$ cat config.mk
export PLATFORM = sky130hd
export DESIGN_NAME = hall_threshold_sweep_estimator
export DESIGN_NICKNAME = d
export VERILOG_FILES = /design/src/core/dac_i2c_writer.v /design/src/core/hall_threshold_sweep_estimator.v
export VERILOG_INCLUDE_DIRS = /design/src /design/src/inc
export SDC_FILE = /design/constraint.sdc
export NUM_CORES = 1
export LEC_CHECK = 0
export BUFFER_PORTS_ARGS = -buffer_cell sky130_fd_sc_hd__buf_2
export CAP_MARGIN = 20
export CORE_MARGIN = 5
export CORE_UTILIZATION = 50
export DETAILED_ROUTE_END_ITERATION = 10
export GPL_ROUTABILITY_DRIVEN = 0
export GPL_TIMING_DRIVEN = 0
export PLACE_DENSITY_LB_ADDON = 0.3
export SLEW_MARGIN = 30
export SYNTH_ARGS = -nofsm -noshare
export SYNTH_HDL_FRONTEND = slang
export SYNTH_SLANG_ARGS = --single-unit
export TNS_END_PERCENT = 10
$ cat constraint.sdc
create_clock -name ref_clk -period 10.25 [get_ports ref_clk]
set_input_delay 1.5375 -clock ref_clk [delete_from_list [all_inputs] [get_ports ref_clk]]
set_output_delay 1.5375 -clock ref_clk [all_outputs]
set_load 0.01 [all_outputs]
$ cat src/inc/hall_sweep_regs.vh
// constants for the hall threshold sweep estimator and its i2c dac writer
// assumes a 25 mhz system clock and an 8-bit dac spanning 0 to 1.82 v
`ifndef HALL_SWEEP_REGS_VH
`define HALL_SWEEP_REGS_VH

// clock rate in khz
`define CLK_KHZ 25000
// sensor magnetic sampling period; the settle wait must exceed it
`define SAMPLE_PERIOD_MS 50
// settle time spent on each dac code
`define SETTLE_MS 100
// settle cycles derived from time and rate
`define SETTLE_CYCLES (`SETTLE_MS * `CLK_KHZ)

// dac resolution and full scale
`define DAC_BITS 8
`define DAC_FS_MV 1820
// adjust pin operating range
`define ADJ_TOP_MV 1200
`define ADJ_FLOOR_MV 160
// code that places the top of the range on the adjust pin (rounded down)
`define TOP_CODE ((`ADJ_TOP_MV << `DAC_BITS) / `DAC_FS_MV)
// highest code still at or below the floor voltage
`define FLOOR_CODE ((`ADJ_FLOOR_MV << `DAC_BITS) / `DAC_FS_MV)
// flux in units of 0.01 mt per mv: 0.0125 * 100 = 5 / 4
`define FLUX_NUM 5
`define FLUX_DEN 4

// i2c bus rate and quarter bit time, rounded up so the bus never runs fast
`define I2C_KHZ 100
`define I2C_QTR ((`CLK_KHZ + 4 * `I2C_KHZ - 1) / (4 * `I2C_KHZ))
// number of dacs that may share one bus
`define DAC_SLOTS 4
// dac bus address of slot 0; slots follow consecutively
`define DAC_ADDR_BASE 7'h48
// dac data register, left shift of the code inside its 16-bit word
`define DAC_DATA_REG 8'h21
`define DAC_DATA_SHIFT 4
// dac register and word that commit the output setting to nonvolatile memory
`define DAC_NVM_REG 8'h1f
`define DAC_NVM_WORD 16'h0010

`endif

$ cat src/core/dac_i2c_writer.v
// i2c master that writes one 16-bit word to one register of one dac
// assumes open-drain scl/sda with external pull-ups; honours clock stretching in data and acknowledge bits, not before the stop
`timescale 1ns/1ps
`include "hall_sweep_regs.vh"

module dac_i2c_writer #(
    parameter QTR = `I2C_QTR
) (
    input wire ref_clk,
    input wire resetn,
    input wire go,
    input wire [6:0] dev_addr,
    input wire [7:0] reg_addr,
    input wire [15:0] word,
    output wire busy,
    output reg done,
    output reg nack,
    input wire scl_i,
    output reg scl_oe,
    input wire sda_i,
    output reg sda_oe
);

    // one-hot frame states
    localparam [3:0] S_IDLE = 4'b0001;
    localparam [3:0] S_START = 4'b0010;
    localparam [3:0] S_BIT = 4'b0100;
    localparam [3:0] S_STOP = 4'b1000;

    reg [3:0] state_q; // frame state
    reg [6:0] qcnt_q; // quarter bit timer
    reg [1:0] ph_q; // quarter within the bit
    reg [3:0] bit_q; // 0..7 data, 8 acknowledge
    reg [2:0] byte_q; // 0 address, 1 register, 2 high, 3 low
    reg [31:0] sh_q; // bytes still to send, msb first
    reg scl_m_q, scl_s_q, sda_m_q, sda_s_q; // pin synchronisers
    wire stretch; // slave holds scl low while we released it
    wire tick; // end of a quarter bit

    assign busy = (state_q != S_IDLE);
    assign stretch = (state_q == S_BIT) && (ph_q == 2'd2) && !scl_s_q;
    assign tick = (qcnt_q == QTR[6:0] - 7'd1) && !stretch;

    ////////////////////////////////////////////////////////////////////
    // two-flop synchronisers for the bus pins
    always @(posedge ref_clk or negedge resetn) begin
        if (!resetn) begin
            scl_m_q <= 1'b1;
            scl_s_q <= 1'b1;
            sda_m_q <= 1'b1;
            sda_s_q <= 1'b1;
        end else begin
            scl_m_q <= scl_i;
            scl_s_q <= scl_m_q;
            sda_m_q <= sda_i;
            sda_s_q <= sda_m_q;
        end
    end

    ////////////////////////////////////////////////////////////////////
    // frame sequencer: start, four bytes with acknowledge, stop
    always @(posedge ref_clk or negedge resetn) begin
        if (!resetn) begin
            state_q <= S_IDLE;
            qcnt_q <= 7'h00;
            ph_q <= 2'd0;
            bit_q <= 4'h0;
            byte_q <= 3'd0;
            sh_q <= 32'h00000000;
            scl_oe <= 1'b0;
            sda_oe <= 1'b0;
            nack <= 1'b0;
            done <= 1'b0;
        end else begin
            done <= 1'b0;
            // timer holds its count while the slave stretches
            if (state_q == S_IDLE || tick)
                qcnt_q <= 7'h00;
            else if (!stretch)
                qcnt_q <= qcnt_q + 7'd1;
            case (state_q)
                S_IDLE: begin
                    ph_q <= 2'd0;
                    if (go) begin
                        sh_q <= {dev_addr, 1'b0, reg_addr, word};
                        nack <= 1'b0;
                        bit_q <= 4'h0;
                        byte_q <= 3'd0;
                        state_q <= S_START;
                    end
                end
                S_START: if (tick) begin
                    ph_q <= ph_q + 2'd1;
                    if (ph_q == 2'd1)
                        sda_oe <= 1'b1; // sda falls with scl high
                    if (ph_q == 2'd2) begin
                        scl_oe <= 1'b1;
                        ph_q <= 2'd0;
                        state_q <= S_BIT;
                    end
                end
                S_BIT: if (tick) begin
                    ph_q <= ph_q + 2'd1;
                    case (ph_q)
                        2'd0: sda_oe <= (bit_q == 4'd8) ? 1'b0 : !sh_q[31];
                        2'd1: scl_oe <= 1'b0;
                        2'd2: begin
                            if (bit_q == 4'd8)
                                nack <= nack | sda_s_q; // any missing ack sticks
                        end
                        default: begin
                            scl_oe <= 1'b1;
                            if (bit_q == 4'd8) begin
                                bit_q <= 4'h0;
                                byte_q <= byte_q + 3'd1;
                                if (byte_q == 3'd3)
                                    state_q <= S_STOP;
                            end else begin
                                bit_q <= bit_q + 4'd1;
                                sh_q <= {sh_q[30:0], 1'b0};
                            end
                        end
                    endcase
                end
                S_STOP: if (tick) begin
                    ph_q <= ph_q + 2'd1;
                    case (ph_q)
                        2'd0: sda_oe <= 1'b1;
                        2'd1: scl_oe <= 1'b0;
                        2'd2: sda_oe <= 1'b0; // sda rises with scl high
                        default: begin
                            done <= 1'b1;
                            state_q <= S_IDLE;
                        end
                    endcase
                end
                default: state_q <= S_IDLE;
            endcase
        end
    end

endmodule // dac_i2c_writer

$ cat src/core/hall_threshold_sweep_estimator.v
// controller that estimates flux density at a threshold-adjustable hall switch
// by sweeping a dac on its threshold_adjust_pin down from the top of the range;
// optionally commits the found code to the dac nonvolatile memory.
// assumes the switch output arrives asynchronously and the dac sits on i2c.
`timescale 1ns/1ps
`include "hall_sweep_regs.vh"

// Behaviour
// start each estimate at the 1.2 v code
// 1.2 v gives 15/14 mt, release min 11.65
// output low at start: report too large
// each step lowers the dac one code
// settle over 50 ms, 100 ms default
// output low: flux mt = mv times 0.0125
// still high, next above 0.16 v: repeat
// still high, next at floor: below 2 mt
// sweep only codes within 0.16..1.2 v
// calibration stores the found code in nvm
// dac restores stored voltage after power-on
// program the dac over i2c, four per bus
// hold code, done and range flags until restart
module hall_threshold_sweep_estimator #(
    parameter SETTLE_CYCLES = `SETTLE_CYCLES,
    parameter I2C_QTR = `I2C_QTR
) (
    input wire ref_clk,
    input wire resetn,
    input wire start,
    input wire calibrate,
    input wire [1:0] dac_sel,
    input wire switch_out,
    input wire scl_i,
    output wire scl_o,
    output wire scl_oe,
    input wire sda_i,
    output wire sda_o,
    output wire sda_oe,
    output wire busy,
    output reg done,
    output reg too_large,
    output reg too_small,
    output reg bus_error,
    output reg [7:0] final_code,
    output reg [10:0] adj_mv,
    output reg [11:0] flux_centi_mt
);

    ////////////////////////////////////////////////////////////////////
    // how an estimate runs
    //
    // start clears the flags, latches the
    // calibrate choice, loads the top code.
    // each code goes out as one i2c frame:
    // address, data register, then the code
    // shifted up in a 16-bit word.
    //
    // settle then runs its whole count.
    // the switch takes a new threshold only
    // at its own sampling instants, so an
    // early read judges the old code.
    // the default is twice that period, for
    // slow parts; below one period the
    // estimate is wrong.
    //
    // the check state reads the switch:
    // - low at the top code: too large.
    // - low later: this code is the point;
    //   voltage and flux are latched.
    // - high, room below: one code lower.
    // - high, next at the floor: too small.
    //
    // a nack on a code write aborts, since
    // the pin voltage is then unknown.
    // a nack on the commit still reports
    // the estimate; bus_error warns that
    // the stored code may be stale.
    //
    // a frame is about 37 bit times, well
    // under a millisecond, against 100 ms
    // of settle, so frames and settle are
    // not overlapped: it would save little.
    //
    // results change only at a start and in the
    // write, check, commit and finish states,
    // and stand until the next accepted start.
    // a start while busy is dropped silently.
    //
    // flux and voltage round down, so the
    // readout shows no more precision than
    // one dac step gives.
    //
    // dac_sel is read directly and must
    // hold while busy. a single read of the
    // switch is trusted; a marginal field
    // is not sampled twice.
    //
    // reset drops a sweep in progress and
    // releases the bus; the dac keeps its
    // last code, or its stored one if it
    // was reset as well.

    ////////////////////////////////////////////////////////////////////
    // constants

    localparam integer TOP_I = `TOP_CODE;
    localparam integer FLOOR_I = `FLOOR_CODE;
    localparam [7:0] TOP_CODE = TOP_I[7:0];
    localparam [7:0] FLOOR_CODE = FLOOR_I[7:0];
    localparam integer SETTLE_I = SETTLE_CYCLES - 1;
    localparam [21:0] SETTLE_LAST = SETTLE_I[21:0];
    // scaling constants at the width of the products they feed
    localparam integer FS_I = `DAC_FS_MV;
    localparam [19:0] FS_MV = FS_I[19:0];
    localparam integer FN_I = `FLUX_NUM;
    localparam [13:0] FLUX_K = FN_I[13:0];

    // one-hot sweep states
    localparam [5:0] S_IDLE = 6'b000001;
    localparam [5:0] S_WRITE = 6'b000010;
    localparam [5:0] S_SETTLE = 6'b000100;
    localparam [5:0] S_CHECK = 6'b001000;
    localparam [5:0] S_NVM = 6'b010000;
    localparam [5:0] S_FINISH = 6'b100000;

    ////////////////////////////////////////////////////////////////////
    // dac code to millivolts on the adjust pin
    function [10:0] mv_of;
        input [7:0] code;
        reg [19:0] p;
        begin
            p = {12'h000, code} * FS_MV;
            mv_of = p[18:8];
        end
    endfunction

    // millivolts to flux density in hundredths of a millitesla
    function [11:0] flux_of;
        input [10:0] mv;
        reg [13:0] p;
        begin
            p = {3'b000, mv} * FLUX_K;
            flux_of = p[13:2];
        end
    endfunction

    ////////////////////////////////////////////////////////////////////
    // state

    reg [5:0] state_q; // sweep state
    reg [7:0] code_q; // code now on the dac
    reg first_q; // first check, at the top code
    reg calib_q; // calibration run latched at start
    reg sent_q; // i2c write already launched in this state
    reg [21:0] wait_q; // settle counter
    reg sw_m_q, sw_s_q; // switch output synchroniser
    wire i2c_go; // launch one i2c write
    wire i2c_busy;
    wire i2c_done;
    wire i2c_nack;
    wire [7:0] i2c_reg;
    wire [15:0] i2c_word;
    wire [6:0] dev_addr;
    wire [15:0] code_word;

    assign busy = (state_q != S_IDLE);
    // the two bus pins are open drain: only ever pulled low
    assign scl_o = 1'b0;
    assign sda_o = 1'b0;
    // up to four dacs share the bus; the select picks the address
    assign dev_addr = `DAC_ADDR_BASE + {5'b00000, dac_sel};
    assign code_word = {8'h00, code_q} << `DAC_DATA_SHIFT;
    // handshake launch, one cycle while the writer is idle;
    // sent_q stops a second launch in the
    // cycle the writer drops back to idle
    assign i2c_go = (state_q == S_WRITE || state_q == S_NVM) && !sent_q && !i2c_busy;
    assign i2c_reg = (state_q == S_NVM) ? `DAC_NVM_REG : `DAC_DATA_REG;
    assign i2c_word = (state_q == S_NVM) ? `DAC_NVM_WORD : code_word;

    ////////////////////////////////////////////////////////////////////
    // switch output crosses in through two flops;
    // reset high so no false low is read
    // before the first real sample
    always @(posedge ref_clk or negedge resetn) begin
        if (!resetn) begin
            sw_m_q <= 1'b1;
            sw_s_q <= 1'b1;
        end else begin
            sw_m_q <= switch_out;
            sw_s_q <= sw_m_q;
        end
    end

    ////////////////////////////////////////////////////////////////////
    // sweep sequencer
    always @(posedge ref_clk or negedge resetn) begin
        if (!resetn) begin
            state_q <= S_IDLE;
            code_q <= 8'h00;
            first_q <= 1'b0;
            calib_q <= 1'b0;
            sent_q <= 1'b0;
            wait_q <= 22'h000000;
            done <= 1'b0;
            too_large <= 1'b0;
            too_small <= 1'b0;
            bus_error <= 1'b0;
            final_code <= 8'h00;
            adj_mv <= 11'h000;
            flux_centi_mt <= 12'h000;
        end else begin
            if (i2c_go)
                sent_q <= 1'b1;
            case (state_q)
                S_IDLE: begin
                    if (start) begin
                        // results stand until this point
                        done <= 1'b0;
                        too_large <= 1'b0;
                        too_small <= 1'b0;
                        bus_error <= 1'b0;
                        calib_q <= calibrate;
                        code_q <= TOP_CODE;
                        first_q <= 1'b1;
                        sent_q <= 1'b0;
                        state_q <= S_WRITE;
                    end
                end
                S_WRITE: begin
                    // dac code goes out over i2c, then the switch settles
                    if (i2c_done) begin
                        sent_q <= 1'b0;
                        wait_q <= 22'h000000;
                        if (i2c_nack) begin
                            bus_error <= 1'b1;
                            state_q <= S_FINISH;
                        end else
                            state_q <= S_SETTLE;
                    end
                end
                S_SETTLE: begin
                    // wait well past one sampling period so the new
                    // threshold is in force before the output is read
                    if (wait_q == SETTLE_LAST)
                        state_q <= S_CHECK;
                    else
                        wait_q <= wait_q + 22'd1;
                end
                S_CHECK: begin
                    first_q <= 1'b0;
                    final_code <= code_q;
                    adj_mv <= mv_of(code_q);
                    if (!sw_s_q) begin
                        if (first_q) begin
                            // field above the release threshold at the top
                            too_large <= 1'b1;
                            state_q <= S_FINISH;
                        end else begin
                            // switched: convert the present voltage
                            flux_centi_mt <= flux_of(mv_of(code_q));
                            state_q <= calib_q ? S_NVM : S_FINISH;
                        end
                    end else if (code_q - 8'd1 > FLOOR_CODE) begin
                        code_q <= code_q - 8'd1;
                        state_q <= S_WRITE;
                    end else begin
                        too_small <= 1'b1;
                        state_q <= S_FINISH;
                    end
                end
                S_NVM: begin
                    // the dac restores this code on its own after power-on,
                    // so no controller is needed afterwards
                    if (i2c_done) begin
                        sent_q <= 1'b0;
                        bus_error <= i2c_nack;
                        state_q <= S_FINISH;
                    end
                end
                S_FINISH: begin
                    done <= 1'b1;
                    state_q <= S_IDLE;
                end
                default: state_q <= S_IDLE;
            endcase
        end
    end

    ////////////////////////////////////////////////////////////////////
    // i2c writer for the dac
    dac_i2c_writer #(
        .QTR(I2C_QTR)
    ) u_writer (
        .ref_clk(ref_clk),
        .resetn(resetn),
        .go(i2c_go),
        .dev_addr(dev_addr),
        .reg_addr(i2c_reg),
        .word(i2c_word),
        .busy(i2c_busy),
        .done(i2c_done),
        .nack(i2c_nack),
        .scl_i(scl_i),
        .scl_oe(scl_oe),
        .sda_i(sda_i),
        .sda_oe(sda_oe)
    );

endmodule // hall_threshold_sweep_estimator

==> results of run 1 <==
==> layer usage <==
metal,GRT usage [%],up-vias,routed length (um)
li1,-,2990,-
met1,28.2,2890,8180
met2,29.3,89,7830
met3,4.20,18,540
met4,5.49,0,175
met5,0,-,0
==> power by group <==
group / switching (mW) / total, mW / internal (mW) / leakage (nW)
combinational: 0.528 / 0.916 / 0.388 / 2.28
sequential: 0.0666 / 0.690 / 0.623 / 1.73
clock: 0.233 / 0.617 / 0.384 / 0.278
==> logic make-up (layout without fill, tap and decap cells) <==
group	Yosys count	in the layout	share of synthesized area (%)
and+or+nand+nor	288	288	18.0
AOI/OAI and AO/OA	170	170	14.2
DFF	132	132	41.9
adders and majority gates	88	88	15.3
buffers and inverters	80	159	4.13
xor gates and xnor gates	46	46	5.09
muxes	9	9	1.28
other	1	2	0.0474
==> cells in the mapped netlist (all sizes together), types with 4 or more instances <==
| master | n |
|---|---|
| a21o | 8 |
| a21oi | 29 |
| a22o | 12 |
| a31oi | 13 |
| and2 | 5 |
| and3 | 5 |
| buf | 12 |
| clkbuf | 18 |
| dfrtp | 124 |
| dfstp | 8 |
| fa | 15 |
| ha | 73 |
| inv | 50 |
| mux2 | 9 |
| nand2 | 101 |
| nand2b | 7 |
| nand3 | 28 |
| nand3b | 5 |
| nand4 | 9 |
| nor2 | 72 |
| nor2b | 4 |
| nor3 | 12 |
| nor3b | 5 |
| nor4 | 6 |
| nor4b | 7 |
| o21a | 5 |
| o21ai | 61 |
| o22ai | 7 |
| o31ai | 8 |
| or3 | 9 |
| xnor2 | 27 |
| xor2 | 19 |
==> area by class of cell <==
class                      count  area [um^2]
fill                        1384         6670
buffer                        30          139
multi-input combinational    603         4280
timing repair buffer          47          268
tap                          216          270
clock inverter                11          153
sequential                   132         3310
inverter                      50          188
clock buffer                  21          440
==> worst max-delay path by stage <==
stage                                     to  cells after the start  slack, ps
5_1_grt        flux_centi_mt[10]$_DFFE_PN0P_                     21       3730
3_3_place_gp   flux_centi_mt[10]$_DFFE_PN0P_                     21       4140
2_1_floorplan  flux_centi_mt[10]$_DFFE_PN0P_                     21       4620
3_5_place_dp   flux_centi_mt[10]$_DFFE_PN0P_                     21       4120
6_report       flux_centi_mt[10]$_DFFE_PN0P_                     21       4110
4_1_cts        flux_centi_mt[10]$_DFFE_PN0P_                     21       4120
==> registers in the layout, indices dropped and copies added, names as in the netlist, 6 cells and up <==
name	flops
code_q	8
wait_q	22
adj_mv	11
flux_centi_mt	12
final_code	8
state_q	6
u_writer.qcnt_q	7
u_writer.sh_q	28
==> metrics by stage <==
step                      cell area, um^2  power (mW)  util (%)
after floorplan                      7920        1.38         -
after global placement               8420        1.58      53.6
after detailed placement             8450        1.61      53.8
after CTS                            9050        2.24      57.6
after global routing                 9050        2.40      57.6
final                                9050        2.22      57.6
==> flow_summary.json, run 1 <==
{
  "status": "complete, no violations",
  "final_cell_mix": "dfrtp_1 (124), nand2_1 (101), ha_1 (73)",
  "start_util_pct": 50.4,
  "synthesis.instances": 814,
  "root_buffer": "clkbuf_16",
  "clockBufferDepth": 2,
  "cts_resized": 0,
  "path_max_fanout": 7,
  "clk_latency_ps": 420,
  "wl_um": 16700,
  "place_hpwl_um": 12200,
  "post-cts-setup-buffer-count": 0,
  "rsz0062_at_grt": "false",
  "synth-edff-count": 0,
  "rrSetupSlack_ps": 4110,
  "globalRouteOverflowTotal": 0,
  "finalSetupTns_ps": 0,
  "ys_ff_latch": 132,
  "p_leak_nw": 4.30,
  "crit_chain": "inv_1, ha_1, inv_1, fa_1, fa_1, fa_1, ha_1, and4_1, nand2_1, or3_1, and2_1, o21ai_0, xnor2_1, inv_1, ha_1, ha_1, or4_1, o22ai_1, o21ai_0, nand4_1, o311ai_1",
  "drive_above_1_share_pct": 13.2,
  "synth_area_um2": 7910,
  "cp_slowest_cell": "fa_1",
  "drc": 0,
  "die_h_um": 136,
  "cap_violations": 0,
  "place_ws_ps": 4120,
  "layout.nets": 978,
  "worstRegToRegCells": 21,
  "max_freq_mhz": 163,
  "fp.dieW_um": 136,
  "synth_top_area_share_pct": 39.2,
  "hold_viol": 0,
  "yosysWarningCount": 0,
  "start_kind": "flip-flop",
  "cp-end-kind": "flip-flop",
  "grt_pass1_wl_um": 28800,
  "cp.required_ps": 10520,
  "pwr_density_cell_nw_per_um2": 246,
  "skew_ps": 8.86,
  "worstHoldPathCells": 0,
  "cts.sinks": 132,
  "yosysSeqAreaShare_pct": 41.9,
  "max-vdd-ir-drop_v": 0.000128,
  "area_growth_pct": 14.3,
  "grt_start_max_net_pins": 68,
  "timing.rr.start": "code_q[6]$_DFFE_PN0P_",
  "slew_violations": 0,
  "slowest_delay_ps": 540,
  "drtPass1Iterations": 5,
  "tritoncts": "built",
  "numCtsBuffers": 17,
  "htreeDepth": 4,
  "crit_top_cell": "ha_1",
  "period_share_pct": 59.9,
  "whs_endpoint": "u_writer.scl_s_q$_DFF_PN1_",
  "hold_start": "u_writer.scl_m_q$_DFF_PN1_",
  "yosysTopAreaCell": "dfrtp_1",
  "ys_types": 71,
  "vias": 5987,
  "first_iter_violations": 320,
  "synth_async_sr_flop_share_pct": 100,
  "crit_start": "code_q[6]$_DFFE_PN0P_",
  "die_area_um2": 18400,
  "grt_pass1_vias": 5841,
  "io_pins": 49,
  "layout.cells.non_filler": 1110,
  "fin_ws_ps": 4110,
  "port_buffers": 46,
  "core_um2": 15700,
  "grt_use_total_pct": 19.4,
  "setup_viol": 0,
  "hold_buffers": 0,
  "synth_area_per_cell_um2": 9.72,
  "antenna_left": 0,
  "arrival_ps": 6410,
  "wl_per_cell_um": 15.1,
  "final_common_cell": "dfrtp_1",
  "rows": 46,
  "path_delay_family": "adder cells",
  "tightest_slew_ps": 801,
  "clk_pin_slew_worst_paths_ps": 60,
  "viasPerCell": 5.39,
  "period_minus_slack_ps": 6140,
  "r2r-end": "flux_centi_mt[10]$_DFFE_PN0P_",
  "yosys_most_used_dff": "dfrtp_1",
  "yosys-top-cells-area": "dfrtp_1 (39%), ha_1 (12%), nand2_1 (4.8%)",
  "worstHoldPathType": "flip-flop to flip-flop",
  "crit_type": "flip-flop to flip-flop",
  "hold_ws_ps": 352,
  "grt_antenna_before_repair": 0,
  "n_antenna_cell": 0,
  "path_buf_inv": 3,
  "slew_headroom_pct": 45.8,
  "dp.cells": 1078
}
(Power assumes the default switching activity.)
==> inputs of run 2 (changes only) <==
- clock period: 10.25 -> 6.2 ns (I/O delays scaled with it)
==> flow_summary.json, run 2 (same netlist as run 1, synthesis figures left out) <==
{
  "final_common_cell": "dfrtp_1",
  "numCtsBuffers": 17,
  "stdcell_area_um2": 9120,
  "drtPass1Iterations": 5,
  "tightest_slew_ps": 803,
  "finalSetupTns_ps": 0,
  "setup_viol": 0,
  "comb_power_share_pct": 41.7,
  "crit_chain": "inv_1, ha_1, inv_1, fa_1, fa_1, fa_1, ha_4, and4_1, nand2_1, or3_1, and2_1, o21ai_0, xor2_1, ha_1, ha_1, or4_1, o22ai_2, o21ai_0, nand4_1, o311ai_1",
  "max-vdd-ir-drop_v": 0.000213,
  "start_util_pct": 50.4,
  "dp.cells": 1078,
  "viasPerCell": 5.41,
  "slowest_delay_ps": 550,
  "cp.required_ps": 6470,
  "core_um2": 15700,
  "path_delay_family": "adder cells",
  "path_buf_inv": 2,
  "start_kind": "flip-flop",
  "max_freq_mhz": 168,
  "die_area_um2": 18400,
  "n_antenna_cell": 0,
  "p_leak_nw": 4.33,
  "grt_use_total_pct": 19.4,
  "period_minus_slack_ps": 5950,
  "slew_headroom_pct": 45.7,
  "grt_start_max_net_pins": 68,
  "pwr-share-clk_pct": 27.5,
  "cp_slowest_cell": "fa_1",
  "seq_power_share_pct": 30.8,
  "switchingPower_mw": 1.38,
  "timing.rr.start": "code_q[6]$_DFFE_PN0P_",
  "pwr_density_cell_nw_per_um2": 406,
  "internal_power_mw": 2.32,
  "first_iter_violations": 280,
  "slew_violations": 0,
  "grt_pass1_wl_um": 28800,
  "swShare_pct": 37.3,
  "fin_ws_ps": 246,
  "root_buffer": "clkbuf_16",
  "hold_viol": 0,
  "drive_above_1_share_pct": 14.8,
  "globalRouteOverflowTotal": 0,
  "hold_start": "u_writer.scl_m_q$_DFF_PN1_",
  "clockBufferDepth": 2,
  "largest_reg_flops": 28,
  "layout.cells.non_filler": 1113,
  "io_pins": 49,
  "area_growth_pct": 15.3,
  "place_area_um2": 8450,
  "rows": 46,
  "cp-end-kind": "flip-flop",
  "fill_cells": 1375,
  "port_buffers": 46,
  "antenna_left": 0,
  "power_mw": 3.70,
  "crit_type": "flip-flop to flip-flop",
  "worstHoldPathType": "flip-flop to flip-flop",
  "tritoncts": "built",
  "final_cell_mix": "dfrtp_1 (119), nand2_1 (101), nor2_1 (71), ha_1 (71), o21ai_0 (59)",
  "wl_um": 16800,
  "crit_start": "code_q[6]$_DFFE_PN0P_",
  "arrival_ps": 6230,
  "top_register": "u_writer.sh_q",
  "path_max_fanout": 7,
  "clk_latency_ps": 420,
  "drc": 0,
  "reg.largest.list": "u_writer.sh_q: 28 flops, wait_q: 22 flops, flux_centi_mt: 12 flops",
  "wl_per_cell_um": 15.1,
  "regArea_um2": 3320,
  "cts.sinks": 132,
  "htreeDepth": 4,
  "cap_violations": 0,
  "fp.dieW_um": 136,
  "clk_pin_slew_worst_paths_ps": 60,
  "period_share_pct": 96.0,
  "place_hpwl_um": 12200,
  "skew_ps": 9.85,
  "place_ws_ps": 74.1,
  "vias": 6021,
  "layout.nets": 981,
  "grt_antenna_before_repair": 0,
  "status": "complete, no violations",
  "die_h_um": 136,
  "multi_input_area_um2": 4320,
  "grt_pass1_vias": 5841
}
==> run 2: cell count changes in the layout (fill, tap and decap cells not counted), sizes merged <==
cell  change
buf       +3
==> run 2: timing repair <==
action	CTS	global route
setup endpoints to repair	0	4
gates resized for setup	0	13
buffers inserted	0	3
hold buffers	0	0
hold endpoints to repair	0	0
==> run 2: final cells by class <==
cell class              count  area share, %
multi-input cells         603           47.4
flip-flops and latches    132           36.4
clock buffers              21           4.83
repair buffers             50           3.18
well taps                 216           2.96
inverters                  50           2.06
clock inverters            11           1.67
plain buffers              30           1.52
==> run 2: metrics by stage <==
step                util [%]  hold slack [ps]
floorplan                  -              345
global placement        53.6              346
detailed placement      53.8              347
CTS                     57.6              353
global route            58.1              357
finish                  58.1              353
==> run 2: path summary, 6_finish.rpt <==
check | to | slack (ps) | cells after the start
worst min register to register | u_writer.scl_s_q$_DFF_PN1_ | 350 | 0
worst max register to register | flux_centi_mt[10]$_DFFE_PN0P_ | 250 | 20
worst max-delay path | flux_centi_mt[10]$_DFFE_PN0P_ | 250 | 20
max in group asynchronous | sw_m_q$_DFF_PN1_ | 4980 | 2
worst min-delay path | u_writer.scl_s_q$_DFF_PN1_ | 350 | 0
min in group asynchronous | wait_q[12]$_DFFE_PN0P_ | 470 | 1
==> run 2: power by group through the flow <==
stage	logic (mW)	clock network (mW)	registers, mW
global placement	1.46	0	1.15
detailed placement	1.51	0	1.15
floorplan	1.12	0	1.15
global route	1.74	1.09	1.16
finish	1.54	1.02	1.14
CTS	1.52	1.04	1.14
==> run 2: per-layer routing <==
metal  up-vias  share of wire [%]  track usage [%]
li1       2989                  -                -
met1      2917                 49             28.2
met2        99                 47             29.3
met3        16                3.5             4.20
met4         0                1.0             5.49
met5         -                  0                0
==> run 2: worst register-to-register path, cell delays in order, from the launching register on <==
cell      delay (ps)
dfrtp_2          460
inv_1            140
ha_1             310
inv_1            100
fa_1             450
fa_1             540
fa_1             550
ha_4             320
and4_1           210
nand2_1           60
or3_1            370
and2_1           200
o21ai_0          200
xor2_1           310
ha_1             300
ha_1             240
or4_1            550
o22ai_2          190
o21ai_0          140
nand4_1          110
o311ai_1          90
==> inputs of run 3 (changes only) <==
- ABC_AREA: default -> 1
==> flow_summary.json, run 3 <==
{
  "fp.dieW_um": 141,
  "slew_headroom_pct": 62.9,
  "synth_async_sr_flop_share_pct": 100,
  "vias": 7251,
  "slew_violations": 0,
  "crit_type": "flip-flop to flip-flop",
  "path_buf_inv": 3,
  "drtPass1Iterations": 5,
  "synth_top_area_share_pct": 36.1,
  "root_buffer": "clkbuf_16",
  "grt_start_max_net_pins": 88,
  "top_register": "u_writer.sh_q",
  "rsz0062_at_grt": "false",
  "worstHoldPathType": "flip-flop to flip-flop",
  "drive_above_1_share_pct": 12.6,
  "yosysSeqAreaShare_pct": 38.6,
  "die_h_um": 141,
  "area_growth_pct": 13.3,
  "clockBufferDepth": 2,
  "synth-edff-count": 0,
  "rows": 48,
  "grt_use_total_pct": 20.0,
  "largest_reg_flops": 28,
  "clk_latency_ps": 420,
  "cap_violations": 0,
  "viasPerCell": 5.16,
  "grt_antenna_before_repair": 0,
  "synth_area_um2": 8590,
  "synth_most_common_cell": "nand2_1",
  "first_iter_violations": 597,
  "wl_um": 19100,
  "final_common_cell": "nand2_1",
  "clk_pin_slew_worst_paths_ps": 60,
  "finalSetupTns_ps": 0,
  "hold_buffers": 0,
  "port_buffers": 46,
  "arrival_ps": 5850,
  "reg.largest.list": "u_writer.sh_q: 28 flops, wait_q: 22 flops, flux_centi_mt: 12 flops",
  "globalRouteOverflowTotal": 0,
  "period_share_pct": 89.9,
  "slowest_delay_ps": 520,
  "skew_ps": 10.2,
  "yosysWarningCount": 0,
  "status": "complete, no violations",
  "cp.required_ps": 6480,
  "crit_chain": "inv_1, ha_1, inv_1, fa_1, fa_1, fa_1, ha_1, a21oi_1, inv_1, nor2_1, nand2_1, xor2_1, ha_1, ha_1, fa_1, nand3_1, nand3_1, nand3_1, nand3_1, nand2_1, nand2_1, nand2_1, o21ai_0",
  "yosys-top-cells-area": "dfrtp_1 (36%), nand2_1 (15%), ha_1 (11%)",
  "antenna_left": 0,
  "path_max_fanout": 7,
  "path_delay_family": "adder cells",
  "synthTopCellsByCount": "nand2_1 (334), dfrtp_1 (124), inv_1 (116), o21ai_0 (84), nor2_1 (81)",
  "fill_cells": 1584,
  "grt_pass1_wl_um": 32800,
  "setup_viol": 0,
  "n_antenna_cell": 0,
  "place_hpwl_um": 14400,
  "cp_slowest_cell": "fa_1",
  "max_freq_mhz": 179,
  "tightest_slew_ps": 556,
  "synthesis.instances": 1099,
  "cp-end-kind": "flip-flop",
  "core_um2": 17100,
  "hold_viol": 0,
  "ys_ff_latch": 132,
  "io_pins": 49,
  "start_kind": "flip-flop",
  "final_cell_mix": "nand2_1 (334), dfrtp_1 (124), inv_1 (116)",
  "yosysTopAreaCell": "dfrtp_1",
  "post-cts-setup-buffer-count": 0,
  "synth_area_per_cell_um2": 7.81,
  "start_util_pct": 50.4,
  "htreeDepth": 4,
  "ys_types": 45,
  "yosys_most_used_dff": "dfrtp_1",
  "period_minus_slack_ps": 5570,
  "tritoncts": "built",
  "cts.sinks": 132,
  "grt_pass1_vias": 6855,
  "layout.nets": 1263,
  "die_area_um2": 19900,
  "cts_resized": 0,
  "numCtsBuffers": 17,
  "wl_per_cell_um": 13.6,
  "drc": 0
}
## run 3: cell type report
| class | count | area (um^2) | area share (%) |
|---|---|---|---|
| flip-flops and latches | 132 | 3310 | 34.0 |
| repair buffers | 47 | 268 | 2.75 |
| clock buffers | 18 | 439 | 4.51 |
| multi-input cells | 820 | 4670 | 48.0 |
| clock inverters | 14 | 153 | 1.57 |
| well taps | 225 | 282 | 2.89 |
| plain buffers | 24 | 143 | 1.47 |
| inverters | 124 | 465 | 4.78 |
## run 3: through the flow
step / setup slack, ps / area (um^2) / util (%) / std cells / hold WS, ps
floorplan: 1210 / 8590 / - / 1100 / 345
global placement: 757 / 9100 / 53.4 / 1371 / 346
detailed placement: 675 / 9140 / 53.6 / 1372 / 350
CTS: 631 / 9730 / 57.1 / 1404 / 351
global route: 315 / 9730 / 57.1 / 1404 / 361
finish: 628 / 9730 / 57.1 / 1404 / 352
## run 3: final timing paths
path / end / slack, ps / cells after the start / start
setup / recovery: flux_centi_mt[11]$_DFFE_PN0P_ / 630 / 23 / code_q[6]$_DFFE_PN0P_
hold / removal: sw_s_q$_DFF_PN1_ / 350 / 0 / sw_m_q$_DFF_PN1_
setup reg to reg: flux_centi_mt[11]$_DFFE_PN0P_ / 630 / 23 / code_q[6]$_DFFE_PN0P_
hold reg to reg: sw_s_q$_DFF_PN1_ / 350 / 0 / sw_m_q$_DFF_PN1_
max in group asynchronous: u_writer.sda_s_q$_DFF_PN1_ / 5040 / 2 / resetn
min in group asynchronous: wait_q[15]$_DFFE_PN0P_ / 400 / 1 / resetn
## run 3: cell families (layout without fill, tap and decap cells)
family / Yosys count / count (layout) / share of synthesized area (%)
XOR/XNOR: 23 / 23 / 2.35
AO/OA/AOI/OAI: 160 / 160 / 10.9
buffers and inverters: 148 / 227 / 7.08
flip-flops: 132 / 132 / 38.6
other: 1 / 2 / 0.0437
adder cells (fa/ha/maj): 88 / 88 / 14.1
AND/OR/NAND/NOR: 547 / 547 / 26.9
## run 3: routing by layer
| metal | wire length (um) | global-route usage, % | share of wire (%) |
|---|---|---|---|
| met5 | 0 | 0 | 0 |
| met1 | 9220 | 28.0 | 48 |
| met4 | 398 | 5.97 | 2.1 |
| met3 | 562 | 3.46 | 2.9 |
| met2 | 8950 | 31.9 | 47 |
Power of run 3 is not shown: default switching activity piles up to over one toggle a cycle in this logic, so the estimate is an artifact.
